### src/core/rtc_pkg.sv
/*
  Constants for the BCD calendar clock register block: register offsets,
  control field positions, divider and calibration figures.
  Assumes a single 10 MHz system clock and a 32,768 Hz oscillator tick input.
*/
package rtc_pkg;
  localparam logic [18:0] ADDR_CTRL = 19'h7_fff8;
  localparam logic [18:0] ADDR_SEC = 19'h7_fff9;
  localparam logic [18:0] ADDR_MIN = 19'h7_fffa;
  localparam logic [18:0] ADDR_HOUR = 19'h7_fffb;
  localparam logic [18:0] ADDR_WDAY = 19'h7_fffc;
  localparam logic [18:0] ADDR_DATE = 19'h7_fffd;
  localparam logic [18:0] ADDR_MONTH = 19'h7_fffe;
  localparam logic [18:0] ADDR_YEAR = 19'h7_ffff;

  localparam int CTRL_XFER_BIT = 7;
  localparam int CTRL_HALT_BIT = 6;
  localparam int CTRL_SIGN_BIT = 5;
  localparam int SEC_OSC_HALT_BIT = 7;

  // Write masks: fixed-zero bits of each time byte, dropped on entry
  localparam logic [7:0] MASK_SEC = 8'h7f;
  localparam logic [7:0] MASK_MIN = 8'h7f;
  localparam logic [7:0] MASK_HOUR = 8'h3f;
  localparam logic [7:0] MASK_WDAY = 8'h07;
  localparam logic [7:0] MASK_DATE = 8'h3f;
  localparam logic [7:0] MASK_MONTH = 8'h1f;
  localparam logic [7:0] MASK_YEAR = 8'hff;

  // Oscillator divider
  localparam int OSC_HZ = 32768;
  localparam logic [15:0] PRE_WRAP = 16'h00ff;    // Divide-by-256 stage
  localparam logic [7:0] STAGE_WRAP = 8'h7f;      // 128 stage ticks per second
  localparam logic [8:0] NEG_TRIM_CYC = 9'h080;   // 128 cycles dropped
  localparam logic [8:0] POS_TRIM_CYC = 9'h100;   // 256 cycles added
  localparam logic [5:0] CAL_CYCLE_MIN = 6'h3f;   // 64-minute cycle wrap
  localparam int OSC_START_SEC = 1;

  // BCD limits
  localparam logic [7:0] BCD_59 = 8'h59;
  localparam logic [7:0] BCD_23 = 8'h23;
  localparam logic [7:0] BCD_12 = 8'h12;
  localparam logic [7:0] BCD_99 = 8'h99;
  localparam logic [7:0] BCD_01 = 8'h01;
  localparam logic [7:0] BCD_00 = 8'h00;
  localparam logic [7:0] WDAY_LAST = 8'h07;
endpackage : rtc_pkg

### src/core/rtc_bcd_inc.sv
/*
  One BCD counter digit pair: increments a packed two-digit BCD value and
  wraps to a given low value after a given high value.
  Assumes both values are legal BCD.
*/
`timescale 1ns/100ps
`default_nettype none
module rtc_bcd_inc (
  // Count in and limits
  input wire logic [7:0] val_i,
  input wire logic [7:0] last_i,
  input wire logic [7:0] first_i,
  // Result
  output logic [7:0] next_o,
  output logic wrap_o
);
  always_comb begin
    wrap_o = (val_i == last_i);
    if (wrap_o) begin
      next_o = first_i;
    end else if (val_i[3:0] == 4'h9) begin
      next_o = {val_i[7:4] + 4'h1, 4'h0};
    end else begin
      next_o = {val_i[7:4], val_i[3:0] + 4'h1};
    end
  end
endmodule : rtc_bcd_inc
`default_nettype wire

### src/core/rtc_core.sv
/*
  Calendar clock register block: eight byte registers (control, seconds
  through year) in front of a running BCD counter chain with calibration.
  Assumes a synchronous byte-wide bus already decoded to this block
  (select, write strobe, 19-bit address) and a one-cycle osc_tick_i pulse
  at the oscillator rate, synchronous to clk_i.
*/
// Notes on behaviour
// - Halt bit set: time registers stop copying from counters.
// - While halted, registers hold the halt-time value; counters keep running.
// - A refresh loads all time registers in the same cycle.
// - A halt arriving during a refresh lets the refresh finish first.
// - After halt clears, the first tick is skipped; the next refresh comes at the tick after it.
// - Transfer bit set also suspends refreshes so software can load time.
// - Clearing transfer bit copies all seven registers into the counters.
// - After transfer clears, first refresh comes about one second later.
// - Reset clears transfer and halt bits.
// - Writing one to the oscillator-stop bit halts the oscillator any time.
// - Clearing oscillator-stop restarts the oscillator after about one second.
// - Oscillator-stop writes act without the transfer bit set.
// - Timebase is a 32,768 Hz oscillator divided to one second.
// - Calibration adds or drops counts at the divide-by-256 stage.
// - Calibration magnitude is unsigned 0..31 in control bits 4..0.
// - Control bit 5: one slows the clock, zero speeds it.
// - Correction repeats every 64 minutes; first 62 eligible, one second each.
// - Adjusted second: minus 128 or plus 256 oscillator cycles.
// - Magnitude N adjusts the first 2N minutes of each cycle.
`timescale 1ns/100ps
`default_nettype none
module rtc_core #(
  parameter int OSC_HZ = rtc_pkg::OSC_HZ
) (
  // Clock and reset
  input wire logic clk_i,
  input wire logic rst_n_i,
  // Oscillator tick
  input wire logic osc_tick_i,
  // Register bus
  input wire logic sel_i,
  input wire logic wr_i,
  input wire logic [18:0] addr_i,
  input wire logic [7:0] wdata_i,
  output logic [7:0] rdata_o,
  output logic rvalid_o,
  // Status
  output logic osc_run_o,
  output logic sec_pulse_o
);
  // Registers seen by software
  logic [7:0] ctrl_q;
  logic osc_halt_bit_q;
  logic [7:0] r_sec_q, r_min_q, r_hour_q, r_wday_q, r_date_q, r_month_q, r_year_q;
  // Actual counters
  logic [7:0] c_sec_q, c_min_q, c_hour_q, c_wday_q, c_date_q, c_month_q, c_year_q;
  logic [15:0] pre_q;
  logic [7:0] stage_q;
  logic [8:0] trim_q;
  logic trim_pos_q;
  logic [5:0] cal_min_q;
  logic adj_done_q;
  logic [1:0] start_cnt_q;
  logic osc_run_q;
  logic sec_tick;
  logic xfer_fall;
  logic wr_ctrl, wr_sec;

  typedef enum logic [1:0] {RTC_IDLE, RTC_LOAD, RTC_WAIT} rtc_refresh_t;
  rtc_refresh_t ref_q;
  logic holdoff_q;

  assign wr_ctrl = sel_i && wr_i && (addr_i == rtc_pkg::ADDR_CTRL);
  assign wr_sec = sel_i && wr_i && (addr_i == rtc_pkg::ADDR_SEC);
  assign xfer_fall = wr_ctrl && ctrl_q[rtc_pkg::CTRL_XFER_BIT]
    && !wdata_i[rtc_pkg::CTRL_XFER_BIT];

  // Control register; power-up clears transfer and halt
  always_ff @(posedge clk_i) begin
    if (!rst_n_i) begin
      ctrl_q <= 8'h00;
    end else if (wr_ctrl) begin
      ctrl_q <= wdata_i;
    end
  end

  // Oscillator stop: direct write, no transfer bit needed
  always_ff @(posedge clk_i) begin
    if (!rst_n_i) begin
      osc_halt_bit_q <= 1'b0;
    end else if (wr_sec) begin
      osc_halt_bit_q <= wdata_i[rtc_pkg::SEC_OSC_HALT_BIT];
    end
  end

  // Restart delay: about one second of oscillator ticks after stop clears
  logic [15:0] start_div_q;
  always_ff @(posedge clk_i) begin
    if (!rst_n_i) begin
      osc_run_q <= 1'b1;
      start_cnt_q <= 2'h0;
      start_div_q <= 16'h0000;
    end else if (osc_halt_bit_q) begin
      osc_run_q <= 1'b0;
      start_cnt_q <= 2'h0;
      start_div_q <= 16'h0000;
    end else if (!osc_run_q && osc_tick_i) begin
      if (start_div_q == 16'(OSC_HZ - 1)) begin
        start_div_q <= 16'h0000;
        if (start_cnt_q == 2'(rtc_pkg::OSC_START_SEC - 1)) begin
          osc_run_q <= 1'b1;
        end else begin
          start_cnt_q <= start_cnt_q + 2'h1;
        end
      end else begin
        start_div_q <= start_div_q + 16'h0001;
      end
    end
  end

  // Divider chain: prescale by 256, then 128 stage ticks make one second.
  // Trim adds or removes oscillator cycles ahead of the /256 stage.
  logic adj_min, blank, swallow, pre_end;
  assign adj_min = (cal_min_q < {ctrl_q[4:0], 1'b0});
  assign blank = (trim_q != 9'h000) && !trim_pos_q;
  assign swallow = (trim_q != 9'h000) && trim_pos_q;
  assign pre_end = (pre_q == rtc_pkg::PRE_WRAP - {15'h0000, blank});
  always_ff @(posedge clk_i) begin
    if (!rst_n_i) begin
      pre_q <= 16'h0000;
      stage_q <= 8'h00;
      trim_q <= 9'h000;
      trim_pos_q <= 1'b0;
    end else if (osc_run_q && osc_tick_i && !ctrl_q[rtc_pkg::CTRL_XFER_BIT]) begin
      if (swallow) begin
        trim_q <= trim_q - 9'h001; // swallow ticks: second lengthened
      end else if (pre_end) begin
        pre_q <= 16'h0000;
        trim_q <= blank ? trim_q - 9'h001 : trim_q;
        if (stage_q == rtc_pkg::STAGE_WRAP) begin
          stage_q <= 8'h00;
          if (!adj_done_q && adj_min && ctrl_q[4:0] != 5'h00) begin
            trim_pos_q <= ctrl_q[rtc_pkg::CTRL_SIGN_BIT];
            trim_q <= ctrl_q[rtc_pkg::CTRL_SIGN_BIT] ? rtc_pkg::POS_TRIM_CYC
              : rtc_pkg::NEG_TRIM_CYC;
          end
        end else begin
          stage_q <= stage_q + 8'h01;
        end
      end else if (blank) begin
        // Blank: two counts per tick; pre_end allows for the odd boundary
        pre_q <= pre_q + 16'h0002;
        trim_q <= trim_q - 9'h001;
      end else begin
        pre_q <= pre_q + 16'h0001;
      end
    end else if (ctrl_q[rtc_pkg::CTRL_XFER_BIT]) begin
      pre_q <= 16'h0000; // first second after a transfer is a full one
      stage_q <= 8'h00;
      trim_q <= 9'h000;
    end
  end
  assign sec_tick = osc_run_q && osc_tick_i && !ctrl_q[rtc_pkg::CTRL_XFER_BIT]
    && pre_end && (stage_q == rtc_pkg::STAGE_WRAP) && !swallow;

  // BCD counter chain with calendar carries
  logic [7:0] n_sec, n_min, n_hour, n_date, n_month, n_year, n_wday, last_date;
  logic w_sec, w_min, w_hour, w_date, w_month;
  logic leap;
  assign leap = (c_year_q[4] == 1'b0) ? (c_year_q[1:0] == 2'b00 && c_year_q[3:2] != 2'b01
    && c_year_q[3:2] != 2'b11) || (c_year_q[3:0] == 4'h4) || (c_year_q[3:0] == 4'h8)
    : (c_year_q[3:0] == 4'h2) || (c_year_q[3:0] == 4'h6);
  always_comb begin
    case (c_month_q)
      8'h02: last_date = leap ? 8'h29 : 8'h28;
      8'h04, 8'h06, 8'h09, 8'h11: last_date = 8'h30;
      default: last_date = 8'h31;
    endcase
  end
  rtc_bcd_inc u_sec (.val_i(c_sec_q), .last_i(rtc_pkg::BCD_59),
    .first_i(rtc_pkg::BCD_00), .next_o(n_sec), .wrap_o(w_sec));
  rtc_bcd_inc u_min (.val_i(c_min_q), .last_i(rtc_pkg::BCD_59),
    .first_i(rtc_pkg::BCD_00), .next_o(n_min), .wrap_o(w_min));
  rtc_bcd_inc u_hour (.val_i(c_hour_q), .last_i(rtc_pkg::BCD_23),
    .first_i(rtc_pkg::BCD_00), .next_o(n_hour), .wrap_o(w_hour));
  rtc_bcd_inc u_date (.val_i(c_date_q), .last_i(last_date),
    .first_i(rtc_pkg::BCD_01), .next_o(n_date), .wrap_o(w_date));
  rtc_bcd_inc u_month (.val_i(c_month_q), .last_i(rtc_pkg::BCD_12),
    .first_i(rtc_pkg::BCD_01), .next_o(n_month), .wrap_o(w_month));
  rtc_bcd_inc u_year (.val_i(c_year_q), .last_i(rtc_pkg::BCD_99),
    .first_i(rtc_pkg::BCD_00), .next_o(n_year), .wrap_o());
  rtc_bcd_inc u_wday (.val_i(c_wday_q), .last_i(rtc_pkg::WDAY_LAST),
    .first_i(rtc_pkg::BCD_01), .next_o(n_wday), .wrap_o());

  always_ff @(posedge clk_i) begin
    if (!rst_n_i) begin
      c_sec_q <= 8'h00;
      c_min_q <= 8'h00;
      c_hour_q <= 8'h00;
      c_wday_q <= 8'h01;
      c_date_q <= 8'h01;
      c_month_q <= 8'h01;
      c_year_q <= 8'h00;
    end else if (xfer_fall) begin
      c_sec_q <= r_sec_q;
      c_min_q <= r_min_q;
      c_hour_q <= r_hour_q;
      c_wday_q <= r_wday_q;
      c_date_q <= r_date_q;
      c_month_q <= r_month_q;
      c_year_q <= r_year_q;
    end else if (sec_tick) begin
      c_sec_q <= n_sec;
      if (w_sec) begin
        c_min_q <= n_min;
        if (w_min) begin
          c_hour_q <= n_hour;
          if (w_hour) begin
            c_wday_q <= n_wday;
            c_date_q <= n_date;
            if (w_date) begin
              c_month_q <= n_month;
              if (w_month) begin
                c_year_q <= n_year;
              end
            end
          end
        end
      end
    end
  end

  // Calibration minute within the 64-minute cycle; one adjusted second per minute
  always_ff @(posedge clk_i) begin
    if (!rst_n_i) begin
      cal_min_q <= 6'h00;
      adj_done_q <= 1'b0;
    end else if (sec_tick) begin
      if (w_sec) begin
        cal_min_q <= cal_min_q + 6'h01; // wraps after 63
        adj_done_q <= 1'b0;
      end else begin
        adj_done_q <= 1'b1;
      end
    end
  end

  // Refresh sequencer: a pending tick loads all registers in one cycle.
  // Holdoff skips the first tick after a halt; a transfer restarts the divider.
  logic halted;
  assign halted = ctrl_q[rtc_pkg::CTRL_HALT_BIT] || ctrl_q[rtc_pkg::CTRL_XFER_BIT];
  always_ff @(posedge clk_i) begin
    if (!rst_n_i) begin
      ref_q <= RTC_IDLE;
      holdoff_q <= 1'b0;
    end else begin
      case (ref_q)
        RTC_IDLE: begin
          if (sec_tick && !halted) begin
            if (holdoff_q) begin
              holdoff_q <= 1'b0;
            end else begin
              ref_q <= RTC_LOAD;
            end
          end
        end
        RTC_LOAD: begin
          ref_q <= RTC_WAIT; // load completes regardless of halt
        end
        RTC_WAIT: begin
          ref_q <= RTC_IDLE;
        end
        default: ref_q <= RTC_IDLE;
      endcase
      if (ctrl_q[rtc_pkg::CTRL_HALT_BIT]) begin
        holdoff_q <= 1'b1;
      end
    end
  end

  // Time registers: refreshed from counters or written by software
  logic load;
  assign load = (ref_q == RTC_LOAD);
  always_ff @(posedge clk_i) begin
    if (!rst_n_i) begin
      r_sec_q <= 8'h00;
      r_min_q <= 8'h00;
      r_hour_q <= 8'h00;
      r_wday_q <= 8'h01;
      r_date_q <= 8'h01;
      r_month_q <= 8'h01;
      r_year_q <= 8'h00;
    end else if (load) begin
      // Counters are stable here: the tick that armed the load passed one cycle ago
      r_sec_q <= c_sec_q;
      r_min_q <= c_min_q;
      r_hour_q <= c_hour_q;
      r_wday_q <= c_wday_q;
      r_date_q <= c_date_q;
      r_month_q <= c_month_q;
      r_year_q <= c_year_q;
    end else if (sel_i && wr_i) begin
      // Software writes BCD, 24-hour; fixed-zero bits dropped on entry
      if (addr_i == rtc_pkg::ADDR_SEC) begin
        r_sec_q <= wdata_i & rtc_pkg::MASK_SEC;
      end else if (addr_i == rtc_pkg::ADDR_MIN) begin
        r_min_q <= wdata_i & rtc_pkg::MASK_MIN;
      end else if (addr_i == rtc_pkg::ADDR_HOUR) begin
        r_hour_q <= wdata_i & rtc_pkg::MASK_HOUR;
      end else if (addr_i == rtc_pkg::ADDR_WDAY) begin
        r_wday_q <= wdata_i & rtc_pkg::MASK_WDAY;
      end else if (addr_i == rtc_pkg::ADDR_DATE) begin
        r_date_q <= wdata_i & rtc_pkg::MASK_DATE;
      end else if (addr_i == rtc_pkg::ADDR_MONTH) begin
        r_month_q <= wdata_i & rtc_pkg::MASK_MONTH;
      end else if (addr_i == rtc_pkg::ADDR_YEAR) begin
        r_year_q <= wdata_i & rtc_pkg::MASK_YEAR;
      end
    end
  end

  // Read port, registered one cycle after the strobe
  always_ff @(posedge clk_i) begin
    if (!rst_n_i) begin
      rdata_o <= 8'h00;
      rvalid_o <= 1'b0;
    end else begin
      rvalid_o <= sel_i && !wr_i;
      if (!(sel_i && !wr_i)) begin
        rdata_o <= 8'h00;
      end else if (addr_i == rtc_pkg::ADDR_CTRL) begin
        rdata_o <= ctrl_q;
      end else if (addr_i == rtc_pkg::ADDR_SEC) begin
        rdata_o <= {osc_halt_bit_q, r_sec_q[6:0]};
      end else if (addr_i == rtc_pkg::ADDR_MIN) begin
        rdata_o <= r_min_q;
      end else if (addr_i == rtc_pkg::ADDR_HOUR) begin
        rdata_o <= r_hour_q;
      end else if (addr_i == rtc_pkg::ADDR_WDAY) begin
        rdata_o <= r_wday_q;
      end else if (addr_i == rtc_pkg::ADDR_DATE) begin
        rdata_o <= r_date_q;
      end else if (addr_i == rtc_pkg::ADDR_MONTH) begin
        rdata_o <= r_month_q;
      end else if (addr_i == rtc_pkg::ADDR_YEAR) begin
        rdata_o <= r_year_q;
      end else begin
        rdata_o <= 8'h00;
      end
    end
  end

  always_ff @(posedge clk_i) begin
    if (!rst_n_i) begin
      osc_run_o <= 1'b0;
      sec_pulse_o <= 1'b0;
    end else begin
      osc_run_o <= osc_run_q;
      sec_pulse_o <= sec_tick;
    end
  end
endmodule : rtc_core
`default_nettype wire

### config.mk
export PLATFORM = sky130hd
export DESIGN_NAME = rtc_core
export DESIGN_NICKNAME = d
export VERILOG_FILES = /design/src/core/rtc_pkg.sv /design/src/core/rtc_bcd_inc.sv /design/src/core/rtc_core.sv
export SDC_FILE = /design/constraint.sdc
export NUM_CORES = 1
export LEC_CHECK = 0
export ABC_CLOCK_PERIOD_IN_PS = 3200
export BUFFER_PORTS_ARGS = -buffer_cell sky130_fd_sc_hd__buf_2
export CAP_MARGIN = 20
export CORE_ASPECT_RATIO = 2
export CORE_MARGIN = 5
export CORE_UTILIZATION = 40
export DETAILED_ROUTE_END_ITERATION = 12
export PLACE_DENSITY_LB_ADDON = 0.2
export SLEW_MARGIN = 20
export SYNTH_ARGS = -nofsm -noshare
export SYNTH_HDL_FRONTEND = slang
export SYNTH_SLANG_ARGS = --single-unit
### constraint.sdc
create_clock -name clk_i -period 3.2 [get_ports clk_i]
set_input_delay 0.32 -clock clk_i [delete_from_list [all_inputs] [get_ports clk_i]]
set_output_delay 0.32 -clock clk_i [all_outputs]
set_load 0.03 [all_outputs]
======== After elaboration in Yosys (flattened, before gate mapping) ========
Cells that the tools add are included.
operators by class
  multiplexer cells ....................... 129
  bitwise gates (word level) .............. 3
  eq/ne operators ......................... 47
  add/subtract/negate cells ............... 22
  $lt $le $gt $ge ......................... 1
  reduce and logical (&&, ||, !) cells .... 93
operators by type and width
  cell                     number
  $mux W8                  101
  $eq A19 B19 Y1 const B   8
  $mux W16                 6
  $mux W9                  8
  $add A4 B1 Y4 const B    14
  $reduce_bool A2 Y1       20
  $add A16 B1 Y16 const B  2
  $eq A4 B4 Y1 const B     8
  $reduce_and A5 Y1        5
  $eq A8 B3 Y1 const B     3
  $eq A8 B7 Y1 const B     3
  $ne A2 B2 Y1 const B     11
  $reduce_bool A3 Y1       7
  $logic_and A1 B1 Y1      19
  $reduce_and A3 Y1        6
  $reduce_and A6 Y1        3
  $add A16 B2 Y16 const B  1
  $eq A16 B15 Y1 const B   1
  $eq A16 B16 Y1           1
  $eq A8 B5 Y1 const B     2
  $reduce_and A2 Y1        8
  $reduce_and A7 Y1        2
  $reduce_and A4 Y1        3
  $mux W1                  10
  other kinds (27)         43
word-level totals
  output and inout bits ................... 11
  logic and storage cells ................. 333
  bits of input ports ..................... 32
  register bits after elaboration ......... 195

======== Depth between registers and ports, before layout ========
Gate-level depths: netlist (run 1).
  depth after elaboration ................. 15
  gate-level depth with buffers ........... 14
  mapped depth without buffers ............ 13

======== Cells and area by module ========
A second synthesis (run 1) with hierarchy kept.
unflattened totals
  cells, all modules ...................... 1304
  area total of the unflattened synthesis .. 11534.8 um^2
modules (own cells, without submodules)
  module       area an instance (um^2)  sequential area each (um^2)  cells each  instances
  rtc_core     9292.7                   3903.7                       1038        1
  rtc_bcd_inc  320.3                    0.0                          38          7

======== Worst setup path before layout (run 1) ========
Ideal clock, no wire load.
  kind .................................... flip-flop to flip-flop
  start ................................... reg trim_q[0]
  end ..................................... reg trim_q[8]
  required time ........................... 3.130 ns
  library setup time ...................... 0.070 ns
  cell stages (with the launch flop) ...... 14
  buffers on the path ..................... 0
  period minus slack after synthesis ...... 3.224 ns
  arrival ................................. 3.153 ns
  slack ................................... -0.024 ns
  cells stage by stage .................... dfxtp_1 inv_1 ha_1 nor4b_1 a21oi_2 inv_1 ha_1 nor4b_1 nand4_1 nor4_4 nor4b_4 o211ai_1 or3_1 a21oi_1
between the ends
  longest elaborated chain between the ends .. 8
  elaborated cells between the ends (all ways) .. 12
  those cells by class .................... add/sub: 2; eq/ne: 1; mux: 6; reduce/logical: 3
RTL lines
  what                                                                   line             source
  from (decl)                                                            rtc_core.sv:57   logic [8:0] trim_q;
  from (signal assigned)                                                 rtc_core.sv:134  trim_q <= trim_q - 9'h001;
  from (signal assigned)                                                 rtc_core.sv:137  trim_q <= blank ? trim_q - 9'h001 : trim_q;
  from (signal assigned)                                                 rtc_core.sv:142  trim_q <= ctrl_q[rtc_pkg::CTRL_SIGN_BIT] ? rtc_pkg::POS_TRIM_CYC
  parallel branches: the longest is 6 deep, another holds $sub A8 B1 Y9  -
  $mux W9 (*)                                                            rtc_core.sv:133  if (swallow) begin
  $mux W9 (*)                                                            rtc_core.sv:132  end else if (osc_run_q && osc_tick_i && !ctrl_q[rtc_pkg::CTRL_XFER_BIT]) begin
Every way passes the cells marked *.
A chain may end at the register's enable or synchronous reset.

======== Final worst setup path (run 1) ========
  start ................................... reg trim_q[0]
  end ..................................... reg c_month_q[3]
between the ends
  longest elaborated chain between the ends .. 9
  elaborated cells between the ends (all ways) .. 11
  those cells by class .................... add/sub: 1; eq/ne: 1; reduce/logical: 9
RTL lines
  what                               line                              source
  $reduce_bool A9 Y1 (*)             rtc_core.sv:123, rtc_core.sv:124
  $logic_and A1 B1 Y1                rtc_core.sv:123                   assign blank = (trim_q != 9'h000) && !trim_pos_q;
  $sub A8 B1 Y9                      rtc_core.sv:125                   assign pre_end = (pre_q == rtc_pkg::PRE_WRAP - {15'h0000, blank});
  $eq A16 B16 Y1                     rtc_core.sv:125
  $logic_and A1 B1 Y1 (2 in series)  rtc_core.sv:162                   && pre_end && (stage_q == rtc_pkg::STAGE_WRAP) && !swallow;
  $logic_and A1 B1 Y1 (*)            rtc_core.sv:162
  $reduce_bool A2 Y1 (no line) (*)   -
  $reduce_and A5 Y1 (no line) (*)    -
  to (signal assigned)               rtc_core.sv:208                   c_month_q <= r_month_q;
  to (signal assigned)               rtc_core.sv:220                   c_month_q <= n_month;
  to (decl)                          rtc_core.sv:54                    logic [7:0] c_sec_q, c_min_q, c_hour_q, c_wday_q, c_date_q, c_month_q, c_year_q;
Every way passes the cells marked *; elsewhere a longest branch is shown, timed or not.

==> qor.yml, run 1 <==
power:
  seq_power_share_pct: 45.1
  p_per_area_nw_per_um2: 464
  p_switching_mw: 1.57
  leakagePower_nw: 4.34
  switching_share_pct: 27.7
  clock_power_share_pct: 38.7
  p_int_mw: 4.09
  combinationalPowerShare_pct: 16.2
  power_mw: 5.65
  peakVddDrop_mv: 0.390
clock_tree:
  insertion_delay_ns: 0.46
  htreeDepth: 4
  clk_pin_slew_worst_paths_ns: 0.07
  cts_hold_buf: 0
  cts_made_buffers: 17
  clock-sinks: 195
  clk_path_buf_depth: 2
  cts_tree: "built"
  cts_root_buffer: "clkbuf_16"
run_status:
  outcome: "finished, final reports clean"
yosys:
  synth_cell_types: 83
  synth_nets: 1374
  synth-xor-area-share_pct: 3.26
  synthAdderAreaFrac_pct: 4.20
  syn_avg_cell_area_um2: 8.22
  synth_top_family_by_area: "simple AND/OR/NAND/NOR gates"
  synthMuxAreaShare_pct: 4.73
  synth-seq-cells: 195
  synth_edf_count: 0
  ys_warn_count: 0
  async_flop_share_pct: 0
  synth_compound_gate_area_share_pct: 21.5
  synthSimpleGateAreaFrac_pct: 25.7
  netlist_area_um2: 10700
  synthFlopType: "dfxtp_1"
  netlist_instances: 1306
  ys_seq_area_share_pct: 36.4
routing:
  viasPerCell: 5.94
  drt_first_iter_violations: 615
  routed_wl_um: 36000
  wl_per_cell_um: 21.1
  drtPass1Iterations: 5
  drtAntennaViolNets: 0
  drc: 0
  num_vias: 10132
placed_design:
  post-place-ws_ns: -0.0161
  dp_hpwl_um: 27400
  port_buffers: 42
  gp_congestion: 0.944
timing:
  fin_ws_ns: 0.220
  min_period_ns: 2.98
  hold_viol_final: 0
  slew_violations: 0
  max-slew-margin-rel_pct: 51.3
  finalSetupViolCount: 0
  clock.fmax_mhz: 336
  period_share_pct: 93.1
  worst_pin_slew_ns: 0.726
  rsz0062_at_grt: "false"
  finalClockSkew_ns: 0.00871
cells_and_area:
  fin_util_pct: 46.1
  drive_gt1_share_pct: 13.5
  area_growth_pct: 13.5
  nets: 1418
  diodes: 0
  nFillCells: 2667
global_route:
  grt-ovfl-total: 0
  antenna_found_initial: 0
  grt_max_degree: 53
  grt_pass1_vias: 10101
  grt_usage_pct: 23.4
  grt_first_pass_wirelength_um: 56100
critical_path:
  startpoint_type: "flop"
  end_kind: "flop"
  ff2ff_setup_slack_ns: 0.22
  reg2reg_depth: 13
  arrival_ns: 3.37
  rr_endpoint: "c_month_q[3]$_SDFFE_PN0P_"
  crit_fanout: 6
  critical_path_class: "flop to flop"
  crit_required_ns: 3.59
  crit_start: "trim_q[0]$_SDFFE_PN0P_"
  timing.rr.start: "trim_q[0]$_SDFFE_PN0P_"
min_path:
  hold_end: "rdata_o[5]$_SDFF_PN0_"
  min_from: "wr_i"
  min_path_cells: 2
  hp-class: "primary input to flop"
floorplan:
  die_x_um: 126
  initial_utilization_pct: 40.7
  dieArea_um2: 30400
  num_rows: 84
  core_area_um2: 26400
  ioPinCount: 43
  die_h_um: 242
run:
  maxCapViolCount: 0
==> cell usage in the layout (no fill, tap or decap), types with 17 or more instances in the layout <==
master / Yosys / layout
nand3_1: 62 / 62
a22oi_1: 26 / 26
nor3_1: 34 / 32
o21ai_0: 64 / 62
nor2_1: 160 / 160
xnor2_1: 17 / 17
dfxtp_1: 195 / 195
ha_1: 36 / 35
a211oi_1: 52 / 52
nand4_1: 21 / 21
or3_1: 18 / 18
xor2_1: 23 / 23
clkbuf_16: 0 / 17
inv_1: 34 / 33
nand2_1: 109 / 109
buf_2: 9 / 42
mux2i_1: 44 / 44
buf_4: 4 / 52
a21oi_1: 105 / 105
==> per-layer routing <==
metal,vias up,routed length (µm),GRT usage [%]
met1,4838,12400,22.7
li1,4850,-,-
met3,140,1390,4.26
met5,-,0,0
met2,304,19300,43.7
met4,0,2910,16.1
==> power groups by stage <==
stage	sequential (mW)	combinational (mW)	clock (mW)
6_report	2.55	0.916	2.19
5_1_grt	2.56	1.01	2.31
4_1_cts	2.55	0.880	2.23
3_5_place_dp	2.61	0.876	0
3_3_place_gp	2.60	0.867	0
2_1_floorplan	2.59	0.530	0
==> per-stage QoR <==
step           instances  area (µm²)  hold slack, ns  TNS [ns]
6_report            1706       12200          0.0820         0
5_1_grt             1706       12200          0.0929         0
4_1_cts             1706       12100          0.0611         0
3_5_place_dp        1674       11500           0.412   -0.0161
3_3_place_gp        1674       11500           0.402         0
2_1_floorplan       1306       10700           0.397         0
==> how the worst max path moves through the flow <==
stage / end / slack, ns / depth (start not counted)
CTS: c_month_q[3]$_SDFFE_PN0P_ / 0.06 / 13
detailed placement: trim_q[1]$_SDFFE_PN0P_ / -0.02 / 13
floorplan: trim_q[8]$_SDFFE_PN0P_ / 0.11 / 13
global placement: c_month_q[1]$_SDFFE_PN0P_ / 0.05 / 13
global route: c_month_q[6]$_SDFFE_PN0P_ / 0.02 / 15
finish: c_month_q[3]$_SDFFE_PN0P_ / 0.22 / 13
==> sequential cells by signal, summed over array words and instances, names as in the netlist, 2 cells and up <==
name and flops:
c_wday_q 8, c_sec_q 8, ref_q 2, r_min_q 8, c_hour_q 8, stage_q 8, start_div_q 16, pre_q 16
trim_q 9, start_cnt_q 2, r_year_q 8, c_year_q 8, r_wday_q 8, rdata_o 8, ctrl_q 8, r_hour_q 8
cal_min_q 6, c_month_q 8, r_sec_q 8, c_date_q 8, r_month_q 8, c_min_q 8, r_date_q 8
==> critical path, cell delays in order (launching register included) <==
cell      delay (ns)
dfxtp_1         0.33
inv_1           0.06
ha_1            0.22
nor4b_2         0.18
a21oi_2         0.16
inv_1           0.09
ha_4            0.28
nor4bb_4        0.20
and4_1          0.26
and4_4          0.32
and2_2          0.23
nor2_1          0.13
nor2_1          0.24
mux2i_1         0.20
==> kinds of logic after synthesis <==
group | count (synthesis)
AOI/OAI and AO/OA | 351
DFF | 195
muxes | 50
and+or+nand+nor | 527
buffers and inverters | 107
xor gates and xnor gates | 40
adders and majority gates | 36
==> synthesized netlist by cell type (all sizes together) (5+ instances only) <==
master	count	area share, %
ha	36	4.2
o21ai	67	3.1
nor2	161	5.8
nor3b	6	0.51
o21a	6	0.42
a21o	9	0.63
or3	19	1.2
xnor2	17	1.4
o211ai	10	0.70
nor4	14	1.4
a31oi	14	1.1
a221oi	7	0.57
a21oi	107	5.1
clkbuf	55	1.9
nand2b	16	0.93
dfxtp	195	36
nor3	40	2.1
nand3	62	2.9
nand3b	8	0.56
nor4b	10	0.96
buf	18	1.0
mux2	6	0.63
or2	6	0.35
and2	9	0.52
a211oi	53	3.8
a22o	14	1.1
nor2b	11	0.64
or4	5	0.35
and4	5	0.43
mux2i	44	4.1
nand2	109	3.8
inv	34	1.2
a22oi	26	1.8
nand4	21	1.2
xor2	23	1.9
and3b	5	0.41
==> area by class of cell <==
cell class                 count  area [µm²]  area share [%]
sequential                   195        3900            32.1
multi-input combinational   1004        6460            53.0
timing repair buffer          98         681            5.59
clock buffer                  19         433            3.56
inverter                      34         130            1.07
tap                          344         430            3.54
clock inverter                12         140            1.15
==> repair_timing <==
action / 4_1_cts / 5_1_grt
pin swaps: 1 / 5
cloned: 0 / 0
resized for setup: 1 / 11
setup buffers: 1 / 0
endpoints found under the setup margin: 7 / 55
Note: power is estimated with default switching activity, not from simulation.
==> run 2, diff against run 1 <==
ABC_AREA = 1   (was unset)
ABC_CLOCK_PERIOD_IN_PS = 3310   (was 3200)
clock period = 3.31 ns   (was 3.2 ns; I/O delays follow)
==> qor.yml, run 2 <==
power:
  clock_power_share_pct: 47.2
  p_int_mw: 3.61
  p_per_area_nw_per_um2: 392
  combinationalPowerShare_pct: 3.5
  p_switching_mw: 1.16
  peakVddDrop_mv: 0.389
  seq_power_share_pct: 49.4
  switching_share_pct: 24.3
  leakagePower_nw: 5.00
run_status:
  outcome: "finished, final reports clean"
critical_path:
  path_buf_inv: 2
  critical_path_class: "flop to flop"
  rr_endpoint: "c_month_q[0]$_SDFFE_PN1P_"
  arrival_ns: 3.23
  critical_path.top_delay_family: "simple AND/OR/NAND/NOR gates"
  reg2reg_depth: 18
  timing.rr.start: "trim_q[0]$_SDFFE_PN0P_"
  slowest_stage: "dfxtp_1"
  crit_chain: "inv_1 -> ha_1 -> nand2_2 -> nor2_4 -> nand2_2 -> nand2_4 -> ha_1 -> nand3_1 -> nor2_1 -> nand2_1 -> nor2_2 -> nand3_4 -> nand2_4 -> nand3_4 -> inv_2 -> nand2_2 -> nand2_1 -> o211ai_2"
  end_kind: "flop"
  ff2ff_setup_slack_ns: 0.39
  startpoint_type: "flop"
  crit_top_cell: "nand2_2"
  crit_required_ns: 3.62
  max_stage_delay_ns: 0.35
  crit_fanout: 10
  crit_start: "trim_q[0]$_SDFFE_PN0P_"
run:
  maxCapViolCount: 0
floorplan:
  initial_utilization_pct: 40.6
  dieArea_um2: 31000
  die_h_um: 244
  die_x_um: 127
  ioPinCount: 43
  core_area_um2: 27000
  num_rows: 85
timing:
  hold_viol_final: 0
  slew_violations: 0
  finalSetupViolCount: 0
  clock.fmax_mhz: 343
  period_share_pct: 88.1
  finalClockSkew_ns: 0.0103
  finalSetupTns_ns: 0
  min_period_ns: 2.92
  worst_pin_slew_ns: 0.902
  max-slew-margin-rel_pct: 39.4
  rsz0062_at_grt: "false"
placed_design:
  dp.cells: 1977
  port_buffers: 42
  dp_hpwl_um: 27400
  gp_congestion: 0.913
global_route:
  grt-ovfl-total: 0
  antenna_found_initial: 0
  grt_max_degree: 79
  grt_first_pass_wirelength_um: 56000
  grt_pass1_vias: 10700
  grt_usage_pct: 23.0
min_path:
  hold_end: "ctrl_q[6]$_SDFFE_PN0N_"
  hp-class: "primary input to flop"
  min_from: "wdata_i[6]"
  min_path_cells: 3
yosys:
  netlist_area_um2: 11000
  synth_edf_count: 0
  synth_commonest_cells: "nand2_1, inv_1, dfxtp_1"
  yosysMostFrequentCell: "nand2_1"
  yosysTopAreaCell: "dfxtp_1"
  yosysTopAreaCellShare_pct: 35.6
  ys_seq_area_share_pct: 35.6
  synth_cell_types: 58
  netlist_instances: 1611
  syn_avg_cell_area_um2: 6.80
  async_flop_share_pct: 0
  ys_warn_count: 0
  synth_area_leaders: "dfxtp_1, nand2_1, inv_1"
  synth_nets: 1679
  synth-seq-cells: 195
  synthFlopType: "dfxtp_1"
clock_tree:
  insertion_delay_ns: 0.46
  cts_resized: 0
  cts_tree: "built"
  htreeDepth: 4
  cts_hold_buf: 0
  cts_setup_buffers: 0
  clk_path_buf_depth: 2
  clk_pin_slew_worst_paths_ns: 0.08
  cts_root_buffer: "clkbuf_16"
  cts_made_buffers: 17
  clock-sinks: 195
cells_and_area:
  most-common-layout-cells: "nand2_1, inv_1, dfxtp_1"
  multiInputGateArea_um2: 6050
  ff_latch_area_um2: 3900
  fin_util_pct: 45.0
  reg_top3: "pre_q (16), start_div_q (16), trim_q (9)"
  drive_gt1_share_pct: 9.21
  diodes: 0
  final_common_cell: "nand2_1"
  area_growth_pct: 10.9
  nets: 1716
  final_cell_count_no_fill: 2009
  nFillCells: 2870
routing:
  drc: 0
  wl_per_cell_um: 17.6
  viasPerCell: 5.34
  num_vias: 10726
  drtAntennaViolNets: 0
  routed_wl_um: 35300
  drt_first_iter_violations: 704
  drtPass1Iterations: 5
==> run 2: cell types whose count changed after synthesis, moves of 16 or more <==
| cell | change |
|---|---|
| nand2_1 | +257 |
| inv_1 | +166 |
| o21ai_0 | +76 |
| a211oi_1 | -44 |
| mux2i_1 | -43 |
| nand3_1 | +32 |
| clkbuf_1 | -30 |
| or3_1 | -18 |
| a31oi_1 | +16 |
| nand2b_1 | -16 |
| xor2_1 | +16 |
==> run 2: through the flow <==
| stage | hold slack (ns) | setup WS [ns] | instance area [µm²] | power [mW] |
|---|---|---|---|---|
| after floorplan | 0.392 | 0.622 | 11000 | 2.50 |
| after global placement | 0.432 | 0.443 | 11500 | 2.57 |
| after detailed placement | 0.423 | 0.400 | 11500 | 2.57 |
| after CTS | 0.189 | 0.379 | 12200 | 4.80 |
| after global routing | 0.228 | 0.158 | 12200 | 4.90 |
| final | 0.207 | 0.394 | 12200 | 4.77 |
==> run 2: kinds of logic (layout without fill, tap and decap cells) <==
group                      Yosys count  in the layout  synth area share (%)
muxes                                1              1                0.0913
and+or+nand+nor                    731            731                  29.4
adders and majority gates           36             36                  4.11
buffers and inverters              253            303                  9.20
AOI/OAI and AO/OA                  350            350                  17.9
DFF                                195            195                  35.6
xor gates and xnor gates            45             45                  3.60
==> run 2: area by class of cell <==
cell class                      count  share of cell area, %
Multi-Input combinational cell   1163                   49.8
Sequential cell                   195                   32.1
Inverter                          212                   6.60
Tap cell                          348                   3.58
Clock buffer                       17                   3.50
Timing Repair Buffer               59                   2.78
Clock inverter                     15                   1.61
==> run 2: worst max-delay path by stage <==
stage | endpoint | slack [ns] | cells past startpoint
floorplan | c_month_q[0]$_SDFFE_PN1P_ | 0.62 | 19
global placement | c_month_q[0]$_SDFFE_PN1P_ | 0.44 | 18
detailed placement | c_month_q[0]$_SDFFE_PN1P_ | 0.40 | 18
CTS | c_month_q[0]$_SDFFE_PN1P_ | 0.38 | 18
global route | c_hour_q[4]$_SDFFE_PN0P_ | 0.16 | 17
finish | c_month_q[0]$_SDFFE_PN1P_ | 0.39 | 18
==> run 2: worst reg2reg max path: cells and delay by family (launching register included) <==
kind	cells	cell delay, ns
adders and majority gates	2	0.54
and+or+nand+nor	13	1.53
DFF	1	0.35
AOI/OAI and AO/OA	1	0.07
buffers and inverters	2	0.29
==> run 2: layer usage <==
metal	vias up	wire length, µm	global-route usage, %
li1	5351	-	-
met1	4982	12000	21.3
met2	278	19500	44.5
met3	115	1080	3.56
met4	0	2730	16.0
met5	-	0	0
==> run 2: power groups by stage <==
stage / clock [mW] / combinational, mW / sequential [mW]
3_3_place_gp: 0 / 0.164 / 2.41
2_1_floorplan: 0 / 0.0907 / 2.41
6_report: 2.25 / 0.165 / 2.35
4_1_cts: 2.28 / 0.166 / 2.35
3_5_place_dp: 0 / 0.165 / 2.41
5_1_grt: 2.37 / 0.181 / 2.35
==> run 3, diff against run 2 <==
RECOVER_POWER = 100   (was unset)
SETUP_SLACK_MARGIN = 0.4   (was unset)
SKIP_CTS_REPAIR_TIMING = 1   (was unset)
==> qor.yml, run 3 (synthesis results as in run 2) <==
routing:
  viasPerCell: 5.34
  drtPass1Iterations: 5
  routed_wl_um: 35300
  drt_first_iter_violations: 660
  wl_per_cell_um: 17.5
  drtAntennaViolNets: 0
  drc: 0
  num_vias: 10753
global_route:
  met2_usage_pct: 44.5
  grt-ovfl-total: 0
  grt_max_degree: 79
  grt_first_pass_wirelength_um: 56000
  grt_use_met3_pct: 3.56
  antenna_found_initial: 0
  use_met1_pct: 21.3
  grt_pass1_vias: 10700
  grt_usage_pct: 23.0
  grt-busiest-layer: "met2"
timing:
  worst_pin_slew_ns: 1.66
  period_share_pct: 86.2
  slew_violations: 79
  hold_viol_final: 0
  max-slew-margin-rel_pct: -10.8
  finalSetupTns_ns: 0
  clock.fmax_mhz: 351
  min_period_ns: 2.85
  finalSetupViolCount: 0
  finalClockSkew_ns: 0.00808
  rsz0062_at_grt: "false"
clock_tree:
  cts_root_buffer: "clkbuf_16"
  clk_pin_slew_worst_paths_ns: 0.08
  insertion_delay_ns: 0.46
  clock-sinks: 195
  cts_tree: "built"
  cts_made_buffers: 17
  htreeDepth: 4
  clk_path_buf_depth: 2
floorplan:
  ioPinCount: 43
  initial_utilization_pct: 40.6
  die_h_um: 244
  dieArea_um2: 31000
  num_rows: 85
  core_area_um2: 27000
  die_x_um: 127
placed_design:
  port_buffers: 42
  place_area_um2: 11500
  gp_congestion: 0.913
  dp_hpwl_um: 27400
cells_and_area:
  design_area_um2: 12200
  drive_gt1_share_pct: 7.80
  nFillCells: 2892
  ff_latch_area_um2: 3910
  most-common-layout-cells: "nand2_1, inv_1, dfxtp_1"
  area_growth_pct: 10.9
  nets: 1722
  reg_top3: "pre_q (16), start_div_q (16), trim_q (9)"
  multiInputGateArea_um2: 6020
  fin_util_pct: 45.0
  diodes: 0
  final_common_cell: "nand2_1"
critical_path:
  startpoint_type: "flop"
  ff2ff_setup_slack_ns: 0.46
  crit_required_ns: 3.59
  arrival_ns: 3.13
  end_kind: "flop"
  critical_path_class: "flop to flop"
  crit_fanout: 6
power:
  leakagePower_nw: 4.93
  peakVddDrop_mv: 0.390
  p_per_area_nw_per_um2: 392
run_status:
  violations: "capacitance limit, slew limit"
  outcome: "complete, but fails checks"
min_path:
  hp-class: "primary input to flop"
run:
  maxCapViolCount: 1
-- run 3: changes by cell type in the layout (fill, tap and decap cells not counted), sizes merged --
cell    previous run  this run
buf               59        45
inv              216       215
clkinv             5         6
clkbuf            17        37
-- run 3: final cells by class --
class	instances	area share (%)
Clock buffer	17	3.50
Clock inverter	15	1.61
Inverter	212	6.64
Multi-Input combinational cell	1163	49.5
Sequential cell	195	32.1
Tap cell	348	3.58
Timing Repair Buffer	65	3.01
-- run 3: where the power goes --
| part | switching [mW] | internal (mW) |
|---|---|---|
| Combinational | 0.121 | 0.0436 |
| Sequential | 0.00487 | 2.35 |
| Clock | 1.03 | 1.21 |
| Total | 1.16 | 3.61 |
-- run 3: per-stage QoR --
stage	setup WS (ns)	hold slack (ns)	cells	power [mW]
finish	0.457	0.207	2015	4.76
global route	0.207	0.228	2015	4.90
CTS	0.379	0.189	2009	4.80
detailed placement	0.400	0.423	1977	2.57
global placement	0.443	0.432	1977	2.57
floorplan	0.622	0.392	1611	2.50
-- run 3: path summary, 6_finish.rpt --
| kind | start | cells after the start | to |
|---|---|---|---|
| setup / recovery | trim_q[0]$_SDFFE_PN0P_ | 18 | c_month_q[0]$_SDFFE_PN1P_ |
| hold / removal | wdata_i[1] | 3 | ctrl_q[1]$_SDFFE_PN0N_ |
| setup reg to reg | trim_q[0]$_SDFFE_PN0P_ | 18 | c_month_q[0]$_SDFFE_PN1P_ |
| hold reg to reg | holdoff_q$_SDFFE_PN0P_ | 1 | ref_q[0]$_SDFFE_PN0P_ |
-- run 3: worst max-delay path, stage by stage (launching register included) --
cell and delay [ns]:
dfxtp_1 0.35, inv_1 0.07, ha_1 0.22, nand2_1 0.12, nor2_1 0.10, nand2_2 0.09, nand2_4 0.06, ha_4 0.27
nand3_1 0.07, nor2_1 0.13, nand2_1 0.11, nor2_4 0.14, nand3_4 0.14, nand2_4 0.14, nand3_4 0.21, clkinv_4 0.14
nand2_1 0.14, nand2_1 0.11, o211ai_2 0.07
-- run 3: routing by layer --
layer  up-vias  routed length [µm]
met5         -                   0
met4         0                2800
met3       121                1100
met2       291               19500
met1      4985               11900
li1       5356                   -
